### src/include/mef_pkg.sv
// ----------------------------------------------------------------------------
// Metering event status flags: shared constants
// ----------------------------------------------------------------------------
package mef_pkg;

  // Register word indices (byte address is four times the index)
  localparam logic [15:0] IDX_STATUS_FIRST  = 16'hE502;
  localparam logic [15:0] IDX_STATUS_SECOND = 16'hE503;
  localparam logic [15:0] IDX_SIGN          = 16'hE504;
  localparam logic [15:0] IDX_PULSE_MODE    = 16'hE505;
  localparam logic [15:0] IDX_NOLOAD_PHASE  = 16'hE506;
  localparam logic [15:0] IDX_ACC_MODE      = 16'hE507;
  localparam logic [15:0] IDX_VARIANT       = 16'hE508;

  // First status register bit positions
  localparam int B1_REACT_C   = 12;
  localparam int B1_SUM2      = 13;
  localparam int B1_PULSE1    = 14;
  localparam int B1_PULSE2    = 15;
  localparam int B1_PULSE3    = 16;
  localparam int B1_DSP_DONE  = 17;
  localparam int B1_SUM3      = 18;
  localparam logic [31:0] FIRST_MASK = 32'h0007_F000;

  // Second status register bit positions
  localparam int B2_TOTAL_NL  = 0;
  localparam int B2_FUND_NL   = 1;
  localparam int B2_APP_NL    = 2;
  localparam int B2_VTO_LO    = 3;
  localparam int B2_ITO_LO    = 6;
  localparam int B2_VZX_LO    = 9;
  localparam logic [31:0] SECOND_MASK = 32'h0000_0FFF;

  // Sign register bit positions
  localparam int S_REACT_C = 6;
  localparam int S_SUM2    = 7;
  localparam int S_SUM3    = 8;

  // Pulse output mode register fields
  localparam int PM_SEL1_LO = 0;
  localparam int PM_SEL2_LO = 3;
  localparam int PM_SEL3_LO = 6;
  localparam int PM_DIS1    = 9;
  localparam int PM_DIS2    = 10;
  localparam int PM_DIS3    = 11;
  localparam logic [11:0] PM_RESET = 12'h0E88;

  // Accumulation mode: reactive sign source select bit
  localparam int AM_REACT_SEL = 7;

  // No-load phase register fields
  localparam int NL_TOTAL_LO = 0;
  localparam int NL_FUND_LO  = 3;
  localparam int NL_APP_LO   = 6;

  // Variant capability bits (arbitrary default: full feature set)
  localparam int V_HAS_REACT = 0;
  localparam int V_HAS_FUND  = 1;

  localparam logic [31:0] ZERO_WORD = 32'h0000_0000;
  localparam logic [31:0] UNMAPPED  = 32'h0000_0000;

endpackage

### src/rtl/mef_fall_detect.sv
`timescale 1ns/100ps
`default_nettype none
// ----------------------------------------------------------------------------
// Falling edge detector for a group of pins, two-flop synchronised
// ----------------------------------------------------------------------------
module mef_fall_detect #(
  parameter int W = 3
) (
  // Clock and reset
  input  wire logic         mclk,
  input  wire logic         rst_n,
  // Pins and pulses
  input  wire logic [W-1:0] pin_in,
  output logic      [W-1:0] fall_pulse
);

  logic [W-1:0] sync1_reg;
  logic [W-1:0] sync2_reg;
  logic [W-1:0] last_reg;

  // Idle level of an active-low pulse output is high
  always_ff @(posedge mclk or negedge rst_n) begin
    if (!rst_n) begin
      sync1_reg <= {W{1'b1}};
      sync2_reg <= {W{1'b1}};
      last_reg  <= {W{1'b1}};
    end else begin
      sync1_reg <= pin_in;
      sync2_reg <= sync1_reg;
      last_reg  <= sync2_reg;
    end
  end

  // The second stage is compared with the flop behind it
  assign fall_pulse = last_reg & ~sync2_reg;

endmodule
`default_nettype wire

### src/rtl/mef_sign_watch.sv
`timescale 1ns/100ps
`default_nettype none
// ----------------------------------------------------------------------------
// Sign tracker: records a sign and pulses when it changes
// ----------------------------------------------------------------------------
module mef_sign_watch (
  // Clock and reset
  input  wire logic mclk,
  input  wire logic rst_n,
  // Sign sample
  input  wire logic sample_en,
  input  wire logic sign_in,
  output logic      sign_reg,
  output logic      change_pulse
);

  logic seen_reg;

  // First sample after reset only primes the tracker
  always_ff @(posedge mclk or negedge rst_n) begin
    if (!rst_n) begin
      sign_reg <= 1'b0;
      seen_reg <= 1'b0;
    end else if (sample_en) begin
      sign_reg <= sign_in;
      seen_reg <= 1'b1;
    end
  end

  assign change_pulse = sample_en & seen_reg & (sign_in != sign_reg);

endmodule
`default_nettype wire

### src/rtl/mef_status_flags.sv
// Our own choice: the Avalon-MM register port.
`timescale 1ns/100ps
`default_nettype none
// Functional notes
// - Flag bit 12 when chosen phase C reactive power changes sign; sign bit 6.
// - Reduced variants read phase C reactive and fundamental no-load as 0.
// - Flag bit 13 when second pulse path power sum changes sign; sign bit 7.
// - Flag bit 18 when third pulse datapath power sum changes sign; sign bit 8.
// - Flag bit 14 on falling edge of the first pulse output.
// - Flag bits 15 and 16 on falling edges of second and third pulse outputs.
// - Pulse flags still set while the pulse pin output is disabled.
// - Pulse mode fields [2:0], [5:3], [8:6] select power type per output.
// - Flag bit 17 each time the periodic processing cycle completes.
// - First status bits 31 to 19 always read zero.
// - Second status bit 0 on total no-load entry; phases in bits [2:0].
// - Second status bit 1 on fundamental no-load entry; phases in bits [5:3].
// - Second status bit 2 on apparent no-load entry; phases in bits [8:6].
// - Second status bits 3..5 on missing voltage zero crossing, phases A..C.
// - Second status bits 6..8 on missing current zero crossing, phases A..C.
// - Second status bits 9..11 on voltage zero crossing, phases A..C.
module mef_status_flags (
  // Clock and reset
  input  wire logic        mclk,
  input  wire logic        rst_n,
  // Avalon-MM slave
  input  wire logic [15:0] avs_address,
  input  wire logic        avs_read,
  input  wire logic        avs_write,
  input  wire logic [31:0] avs_writedata,
  input  wire logic [3:0]  avs_byteenable,
  output logic [31:0]      avs_readdata,
  output logic             avs_waitrequest,
  // Signal processing events (same clock domain)
  input  wire logic        dsp_cycle_done,
  input  wire logic        react_c_total_sign,
  input  wire logic        react_c_fund_sign,
  input  wire logic        sum_two_sign_in,
  input  wire logic        sum_three_sign_in,
  input  wire logic [2:0]  total_noload_enter,
  input  wire logic [2:0]  fund_noload_enter,
  input  wire logic [2:0]  app_noload_enter,
  input  wire logic [2:0]  volt_timeout_evt,
  input  wire logic [2:0]  curr_timeout_evt,
  input  wire logic [2:0]  volt_crossing_evt,
  // Pulse output pins as driven internally (active low)
  input  wire logic        pulse_out_one,
  input  wire logic        pulse_out_two,
  input  wire logic        pulse_out_three,
  // Configuration to the pulse generators
  output logic [2:0]       pulse_one_power_select,
  output logic [2:0]       pulse_two_power_select,
  output logic [2:0]       pulse_three_power_select,
  output logic             pulse_one_disable,
  output logic             pulse_two_disable,
  output logic             pulse_three_disable
);

  // --------------------------------------------------------------------------
  // Storage
  // --------------------------------------------------------------------------
  logic [31:0] status_first_reg;
  logic [31:0] status_second_reg;
  logic [11:0] pulse_mode_reg;
  logic [31:0] acc_mode_reg;
  logic [1:0]  variant_reg;
  logic [8:0]  noload_phase_reg;
  logic [31:0] avs_readdata_reg;
  logic        wait_reg;
  logic [31:0] status_first_next;
  logic [31:0] status_second_next;
  logic [31:0] wmask;
  logic [31:0] bmask;
  logic [31:0] clear_first;
  logic [31:0] clear_second;
  logic [31:0] set_first;
  logic [31:0] set_second;
  logic [31:0] sign_word;
  logic [31:0] read_word;
  logic [2:0]  pulse_fall;
  logic        react_sign_sel;
  logic        react_c_sign;
  logic        react_c_chg;
  logic        react_c_sign_q;
  logic        sum2_sign;
  logic        sum2_chg;
  logic        sum3_sign;
  logic        sum3_chg;
  logic        bus_write;
  logic        bus_read;

  // Byte enables widened to a bit mask
  function automatic logic [31:0] be_mask(input logic [3:0] be);
    be_mask = {{8{be[3]}}, {8{be[2]}}, {8{be[1]}}, {8{be[0]}}};
  endfunction

  // Address match helper used by every decode
  function automatic logic hit(input logic [15:0] a, input logic [15:0] idx);
    hit = (a == idx);
  endfunction

  // --------------------------------------------------------------------------
  // Bus handshake: one wait cycle, answer on the second
  // --------------------------------------------------------------------------
  // Waitrequest stays high for the first cycle of any request, where a read is registered; a write is
  // registered on the answer edge, where the master also takes the read data.
  always_ff @(posedge mclk or negedge rst_n) begin
    if (!rst_n) begin
      wait_reg <= 1'b1;
    end else if ((avs_read || avs_write) && wait_reg) begin
      wait_reg <= 1'b0;
    end else begin
      wait_reg <= 1'b1;
    end
  end

  assign avs_waitrequest = wait_reg;
  assign bus_write = avs_write & ~wait_reg;
  assign bus_read  = avs_read & wait_reg;
  assign bmask     = be_mask(avs_byteenable);
  assign wmask     = bmask & avs_writedata;

  // --------------------------------------------------------------------------
  // Event sources
  // --------------------------------------------------------------------------
  // Pulse pins are sampled through a two-flop synchroniser.
  mef_fall_detect #(
    .W (3)
  ) u_fall (
    .mclk       (mclk),
    .rst_n      (rst_n),
    .pin_in     ({pulse_out_three, pulse_out_two, pulse_out_one}),
    .fall_pulse (pulse_fall)
  );

  // Reactive sign source: total or fundamental
  assign react_sign_sel = acc_mode_reg[mef_pkg::AM_REACT_SEL];
  assign react_c_sign   = react_sign_sel ? react_c_fund_sign
                                         : react_c_total_sign;

  // Signs are evaluated once per processing cycle
  mef_sign_watch u_react_c (
    .mclk         (mclk),
    .rst_n        (rst_n),
    .sample_en    (dsp_cycle_done),
    .sign_in      (react_c_sign),
    .sign_reg     (react_c_sign_q),
    .change_pulse (react_c_chg)
  );

  mef_sign_watch u_sum2 (
    .mclk         (mclk),
    .rst_n        (rst_n),
    .sample_en    (dsp_cycle_done),
    .sign_in      (sum_two_sign_in),
    .sign_reg     (sum2_sign),
    .change_pulse (sum2_chg)
  );

  mef_sign_watch u_sum3 (
    .mclk         (mclk),
    .rst_n        (rst_n),
    .sample_en    (dsp_cycle_done),
    .sign_in      (sum_three_sign_in),
    .sign_reg     (sum3_sign),
    .change_pulse (sum3_chg)
  );

  // Sign register view
  always_comb begin
    sign_word = mef_pkg::ZERO_WORD;
    sign_word[mef_pkg::S_REACT_C] = react_c_sign_q &
                                    variant_reg[mef_pkg::V_HAS_REACT];
    sign_word[mef_pkg::S_SUM2] = sum2_sign;
    sign_word[mef_pkg::S_SUM3] = sum3_sign;
  end

  // --------------------------------------------------------------------------
  // Set terms for both status registers
  // --------------------------------------------------------------------------
  always_comb begin
    set_first = mef_pkg::ZERO_WORD;
    set_first[mef_pkg::B1_REACT_C] = react_c_chg &
                                     variant_reg[mef_pkg::V_HAS_REACT];
    set_first[mef_pkg::B1_SUM2] = sum2_chg;
    set_first[mef_pkg::B1_SUM3] = sum3_chg;
    // Edges are taken regardless of the pin disable bits
    set_first[mef_pkg::B1_PULSE1] = pulse_fall[0];
    set_first[mef_pkg::B1_PULSE2] = pulse_fall[1];
    set_first[mef_pkg::B1_PULSE3] = pulse_fall[2];
    set_first[mef_pkg::B1_DSP_DONE] = dsp_cycle_done;
  end

  always_comb begin
    set_second = mef_pkg::ZERO_WORD;
    set_second[mef_pkg::B2_TOTAL_NL] = |total_noload_enter;
    set_second[mef_pkg::B2_FUND_NL]  = |fund_noload_enter &
                                       variant_reg[mef_pkg::V_HAS_FUND];
    set_second[mef_pkg::B2_APP_NL]   = |app_noload_enter;
    set_second[mef_pkg::B2_VTO_LO +: 3] = volt_timeout_evt;
    set_second[mef_pkg::B2_ITO_LO +: 3] = curr_timeout_evt;
    set_second[mef_pkg::B2_VZX_LO +: 3] = volt_crossing_evt;
  end

  // --------------------------------------------------------------------------
  // Sticky flags, write one to clear
  // --------------------------------------------------------------------------
  assign clear_first  = (bus_write && hit(avs_address,
                        mef_pkg::IDX_STATUS_FIRST)) ? wmask
                                                    : mef_pkg::ZERO_WORD;
  assign clear_second = (bus_write && hit(avs_address,
                        mef_pkg::IDX_STATUS_SECOND)) ? wmask
                                                     : mef_pkg::ZERO_WORD;

  // A new event in the clearing cycle survives the clear
  assign status_first_next  = ((status_first_reg & ~clear_first) | set_first)
                              & mef_pkg::FIRST_MASK;
  assign status_second_next = ((status_second_reg & ~clear_second)
                              | set_second) & mef_pkg::SECOND_MASK;

  always_ff @(posedge mclk or negedge rst_n) begin
    if (!rst_n) begin
      status_first_reg  <= mef_pkg::ZERO_WORD;
      status_second_reg <= mef_pkg::ZERO_WORD;
    end else begin
      status_first_reg  <= status_first_next;
      status_second_reg <= status_second_next;
    end
  end

  // --------------------------------------------------------------------------
  // No-load phase record: phases that have entered no-load
  // --------------------------------------------------------------------------
  // Updated from the entry events; it tracks the latest entries only, as
  // the detectors themselves live elsewhere.
  always_ff @(posedge mclk or negedge rst_n) begin
    if (!rst_n) begin
      noload_phase_reg <= 9'h000;
    end else begin
      if (|total_noload_enter) begin
        noload_phase_reg[mef_pkg::NL_TOTAL_LO +: 3] <= total_noload_enter;
      end
      if (|fund_noload_enter && variant_reg[mef_pkg::V_HAS_FUND]) begin
        noload_phase_reg[mef_pkg::NL_FUND_LO +: 3] <= fund_noload_enter;
      end
      if (|app_noload_enter) begin
        noload_phase_reg[mef_pkg::NL_APP_LO +: 3] <= app_noload_enter;
      end
    end
  end

  // --------------------------------------------------------------------------
  // Configuration registers
  // --------------------------------------------------------------------------
  always_ff @(posedge mclk or negedge rst_n) begin
    if (!rst_n) begin
      pulse_mode_reg <= mef_pkg::PM_RESET;
      acc_mode_reg   <= mef_pkg::ZERO_WORD;
      variant_reg    <= 2'b11;
    end else if (bus_write) begin
      if (hit(avs_address, mef_pkg::IDX_PULSE_MODE)) begin
        pulse_mode_reg <= (pulse_mode_reg & ~bmask[11:0]) | wmask[11:0];
      end
      if (hit(avs_address, mef_pkg::IDX_ACC_MODE)) begin
        acc_mode_reg <= (acc_mode_reg & ~bmask) | wmask;
      end
      if (hit(avs_address, mef_pkg::IDX_VARIANT) && avs_byteenable[0]) begin
        variant_reg <= avs_writedata[1:0];
      end
    end
  end

  // Pulse generator controls, straight from the register
  assign pulse_one_power_select   = pulse_mode_reg[mef_pkg::PM_SEL1_LO +: 3];
  assign pulse_two_power_select   = pulse_mode_reg[mef_pkg::PM_SEL2_LO +: 3];
  assign pulse_three_power_select = pulse_mode_reg[mef_pkg::PM_SEL3_LO +: 3];
  assign pulse_one_disable        = pulse_mode_reg[mef_pkg::PM_DIS1];
  assign pulse_two_disable        = pulse_mode_reg[mef_pkg::PM_DIS2];
  assign pulse_three_disable      = pulse_mode_reg[mef_pkg::PM_DIS3];

  // --------------------------------------------------------------------------
  // Read path
  // --------------------------------------------------------------------------
  always_comb begin
    read_word = mef_pkg::UNMAPPED;
    if (hit(avs_address, mef_pkg::IDX_STATUS_FIRST)) begin
      read_word = status_first_reg;
    end else if (hit(avs_address, mef_pkg::IDX_STATUS_SECOND)) begin
      read_word = status_second_reg;
    end else if (hit(avs_address, mef_pkg::IDX_SIGN)) begin
      read_word = sign_word;
    end else if (hit(avs_address, mef_pkg::IDX_PULSE_MODE)) begin
      read_word = {20'h00000, pulse_mode_reg};
    end else if (hit(avs_address, mef_pkg::IDX_NOLOAD_PHASE)) begin
      read_word = {23'h000000, noload_phase_reg};
    end else if (hit(avs_address, mef_pkg::IDX_ACC_MODE)) begin
      read_word = acc_mode_reg;
    end else if (hit(avs_address, mef_pkg::IDX_VARIANT)) begin
      read_word = {30'h00000000, variant_reg};
    end
  end

  // Read data captured in the wait cycle, held through the answer
  always_ff @(posedge mclk or negedge rst_n) begin
    if (!rst_n) begin
      avs_readdata_reg <= mef_pkg::ZERO_WORD;
    end else if (bus_read) begin
      avs_readdata_reg <= read_word;
    end
  end

  assign avs_readdata = avs_readdata_reg;

endmodule
`default_nettype wire

### config.mk
export PLATFORM = sky130hd
export DESIGN_NAME = mef_status_flags
export DESIGN_NICKNAME = d
export VERILOG_FILES = /design/src/include/mef_pkg.sv /design/src/rtl/mef_fall_detect.sv /design/src/rtl/mef_sign_watch.sv /design/src/rtl/mef_status_flags.sv
export SDC_FILE = /design/constraint.sdc
export NUM_CORES = 1
export LEC_CHECK = 0
export ABC_AREA = 1
export BUFFER_PORTS_ARGS = -buffer_cell sky130_fd_sc_hd__buf_2
export CAP_MARGIN = 0
export CORE_ASPECT_RATIO = 0.6
export CORE_MARGIN = 1
export CORE_UTILIZATION = 40
export DETAILED_ROUTE_END_ITERATION = 8
export GPL_ROUTABILITY_DRIVEN = 1
export REMOVE_ABC_BUFFERS = 1
export SYNTH_ARGS = -nofsm -noshare
export SYNTH_HDL_FRONTEND = slang
export SYNTH_SLANG_ARGS = --single-unit
### constraint.sdc
create_clock -name mclk -period 2.1 [get_ports mclk]
set_input_delay 0.315 -clock mclk [delete_from_list [all_inputs] [get_ports mclk]]
set_output_delay 0.315 -clock mclk [all_outputs]
set_load 0.01 [all_outputs]
==> results.txt <==
- Top cell type by total area after synthesis: dfrtp_1
- Setup violators final: 0
- Power spread over the standard cell area amounts to 810 mW/mm².
* Fraction of final layout cells sized beyond drive strength 1: 0.313
* Die area: 0.0137 mm²
- Worst-Margin Slew: 830 ps
* CTS tree: yes
- Across all setup checks in the final design, the least slack found is 282 ps.
- The internal portion of the total power is 4.18 mW.
- The share of total power dissipated in combinational logic is 0.064.
- Gate count of the mapped netlist: 568
- No sink is reached through more buffers than the 2 on the longest clock path.
- The worst setup path is captured at a flip-flop.
- Number of unique standard cell types used by synthesis: 36
* Most common cell in the synthesized netlist: nand2_1
- During placement, the flow inserted port buffers numbering 126.
- Worst path arrival time: 2120 ps
* Iteration-0 DRC count of the detailed router: 312
* Critical path data required time: 2400 ps
- Layout Cell Area excl Fill: 0.00678 mm²
* Count of flip-flops with a built-in enable after synthesis: 0
* DR DRC count: 0
- The congestion estimate from routability-driven global placement came to 0.870.
- FFs w/ async S/R, synth: 1.00
* Achievable clock frequency: 550 MHz
- Headroom to the max-slew limit came out at 0.443.
* FF+latch count, synth: 120
- Post-Synthesis Cell Area: 0.00530 mm²
* Number of setup buffers added after CTS: 0
* Global Route Usage Sum: 0.221
- At the end of the flow, the number of nets in the layout was 798.
* Pins Over Slew Limit: 0
- After clock tree synthesis, the repair step resized 0 gates.
- Clock-pin slew on the worst setup and hold paths: 60 ps
* Htree depth: 4
- The clock drives 120 sinks.
- The floorplan step set the die height to 91.2 µm.
- By count the netlist is led by nand2_1, dfrtp_1, inv_1, o21ai_0, nand3_1.
- Diode insertion count for antenna repair: 0
- Largest clock skew in the final design: 6.39 ps
- Summed over all nets, the switching power comes to 1.31 mW.
- Pre-Repair DR Iteration Count: 5
* Detailed placement HPWL: 10.5 mm
* Maximum number of pins on one net before global-route repair: 40
* Storage element area: 0.00302 mm²
- Pre-CTS setup slack: 191 ps
- The Yosys step of the flow raised 0 warnings.
* Area of placed instances: 0.00618 mm²
- Most used flip-flop cell after synthesis: dfrtp_1
* Horizontal die dimension: 151 µm
- In the final timing run, aggregate negative setup slack is 0 ps.
- STA classifies the critical path startpoint as a flip-flop.
* Routed wire length: 14.2 mm
- Number of cells in the finished layout apart from fillers: 899
- Of all nets on the critical path, the largest fanout is 28.
* Outcome: finished clean
* Buffer cell driving the clock tree root: clkbuf_16
- Number of antenna violations at the first check in global routing: 0
* Proportion of power drawn by flip-flops and latches: 0.437
* Placed cell count: 863
* Final cycle utilization of the critical path: 0.866
- Share of the core filled with cells in the final layout: 0.526
- Class of the most critical setup path: flip-flop to flip-flop
* Multi-input gate area in the final layout: 0.00198 mm²
* Via density per instance: 4.96
* Wire length of the first global-routing pass: 22.6 mm
* Vias post-DR: 4,455
- Core area: 0.0129 mm²
* Vias in the first global route: 4,392
* RSZ-0062 raised after global routing: false
- In this run the core area contains 32 standard-cell rows.
- Final critical path time including I/O delays and setup: 1820 ps
- Initial standard-cell utilization of the core: 0.411
* Maximum capacitance violations: 0
- In this run the remaining antenna-violating nets after routing total 0.
- Static Leakage: 3.53 nW
- In this run, CTS created clock tree buffers numbering 17.
- Of the post-synthesis cell area, the dominant cell type holds 0.486.
- The path class of the tightest hold or removal check is input pin to flip-flop.
* Hold-fix buffers, CTS: 4
* Clock network latency to the later pin of the worst-skew pair: 410 ps
- Of the total power, the share spent switching nets is 0.239.
- VDD sags by at most 532 µV.
* Number of failing hold endpoints at the final stage: 0
- Of the total power, the clock network draws 0.499.
- Relative to the synthesized area, the layout overhead comes to 27.9%.
- 127 I/O pins were placed.
- Routed wirelength normalized by instance count: 15.8 µm
- Averaged over all synthesized cells, the footprint is 9.33 µm².
- Number of fillers in the final layout: 1,209
- Summed over all layers, the global routing overflow is 0.
* Synth area leaders: dfrtp_1, nand2_1, dfstp_2
- Total power for the finished layout comes to 5.49 mW.
- Part of the Yosys area used for sequential elements: 0.571
- Worst hold slack after final layout: 69.0 ps
power by group through the flow:
stage	clock, mW	combinational (mW)	sequential (mW)
after floorplan	0	0.106	2.45
after global placement	0	0.343	2.44
after detailed placement	0	0.348	2.44
after CTS	2.77	0.355	2.40
after global routing	2.89	0.392	2.40
final	2.74	0.349	2.40
cell usage in the layout, fill, tap and decap left out, types with 2 or more instances in the layout:
master / instances
a21o_1: 11
a31oi_1: 7
and2_1: 2
buf_2: 125
buf_4: 14
clkbuf_16: 17
clkbuf_8: 2
clkinv_1: 2
clkinv_2: 5
clkinvlp_4: 5
dfrtp_1: 103
dfstp_2: 17
dlygate4sd3_1: 4
inv_1: 55
mux2_2: 21
mux2_4: 2
mux2i_1: 4
nand2_1: 167
nand2_2: 5
nand2_4: 2
nand3_1: 31
nand4_1: 14
nor2_1: 25
nor2_2: 2
nor2_4: 4
nor3_1: 7
o2111ai_1: 4
o21ai_0: 49
o21bai_1: 5
o31ai_1: 5
or2_2: 2
final cells by class:
type                    count  share of cell area
clock buffers              20              0.0674
inverters                  58              0.0321
clock inverters            12              0.0150
flip-flops and latches    120               0.446
well taps                 170              0.0314
multi-input cells         375               0.291
repair buffers            144               0.117
kinds of logic (layout without fill, tap and decap cells):
logic type | count (synthesis) | in the layout | share of synthesized area
xor gates and xnor gates | 2 | 2 | 0.00331
buffers and inverters | 73 | 234 | 0.0564
AOI/OAI and AO/OA | 83 | 83 | 0.0930
and+or+nand+nor | 263 | 263 | 0.219
DFF | 120 | 120 | 0.571
muxes | 27 | 27 | 0.0579
worst max-delay path: stages, from the launching register on:
cell	delay, ps
dfstp_2	390
nand2_1	80
clkinv_1	650
buf_4	440
nand2_1	100
nand2_1	50
worst paths after layout:
kind | cells past startpoint | from | to | slack, ps
worst max-delay path | 5 | avs_waitrequest | avs_readdata[9] | 280
worst min register to register | 0 | u_fall.sync1_reg[1] | u_fall.sync2_reg[1] | 360
worst min-delay path | 2 | avs_read | avs_waitrequest | 70
max in group asynchronous | 3 | rst_n | avs_waitrequest | 890
worst max register to register | 5 | avs_waitrequest | avs_readdata[9] | 280
min in group asynchronous | 2 | rst_n | avs_readdata[5] | 430
per-layer routing:
layer | vias to the layer above | wire length (µm) | GRT usage
met5 | - | 0 | 0
met4 | 0 | 125 | 0.0742
met1 | 2142 | 7410 | 0.336
met2 | 137 | 5760 | 0.309
li1 | 2164 | - | -
met3 | 12 | 927 | 0.0457
(Power assumes the default switching activity.)
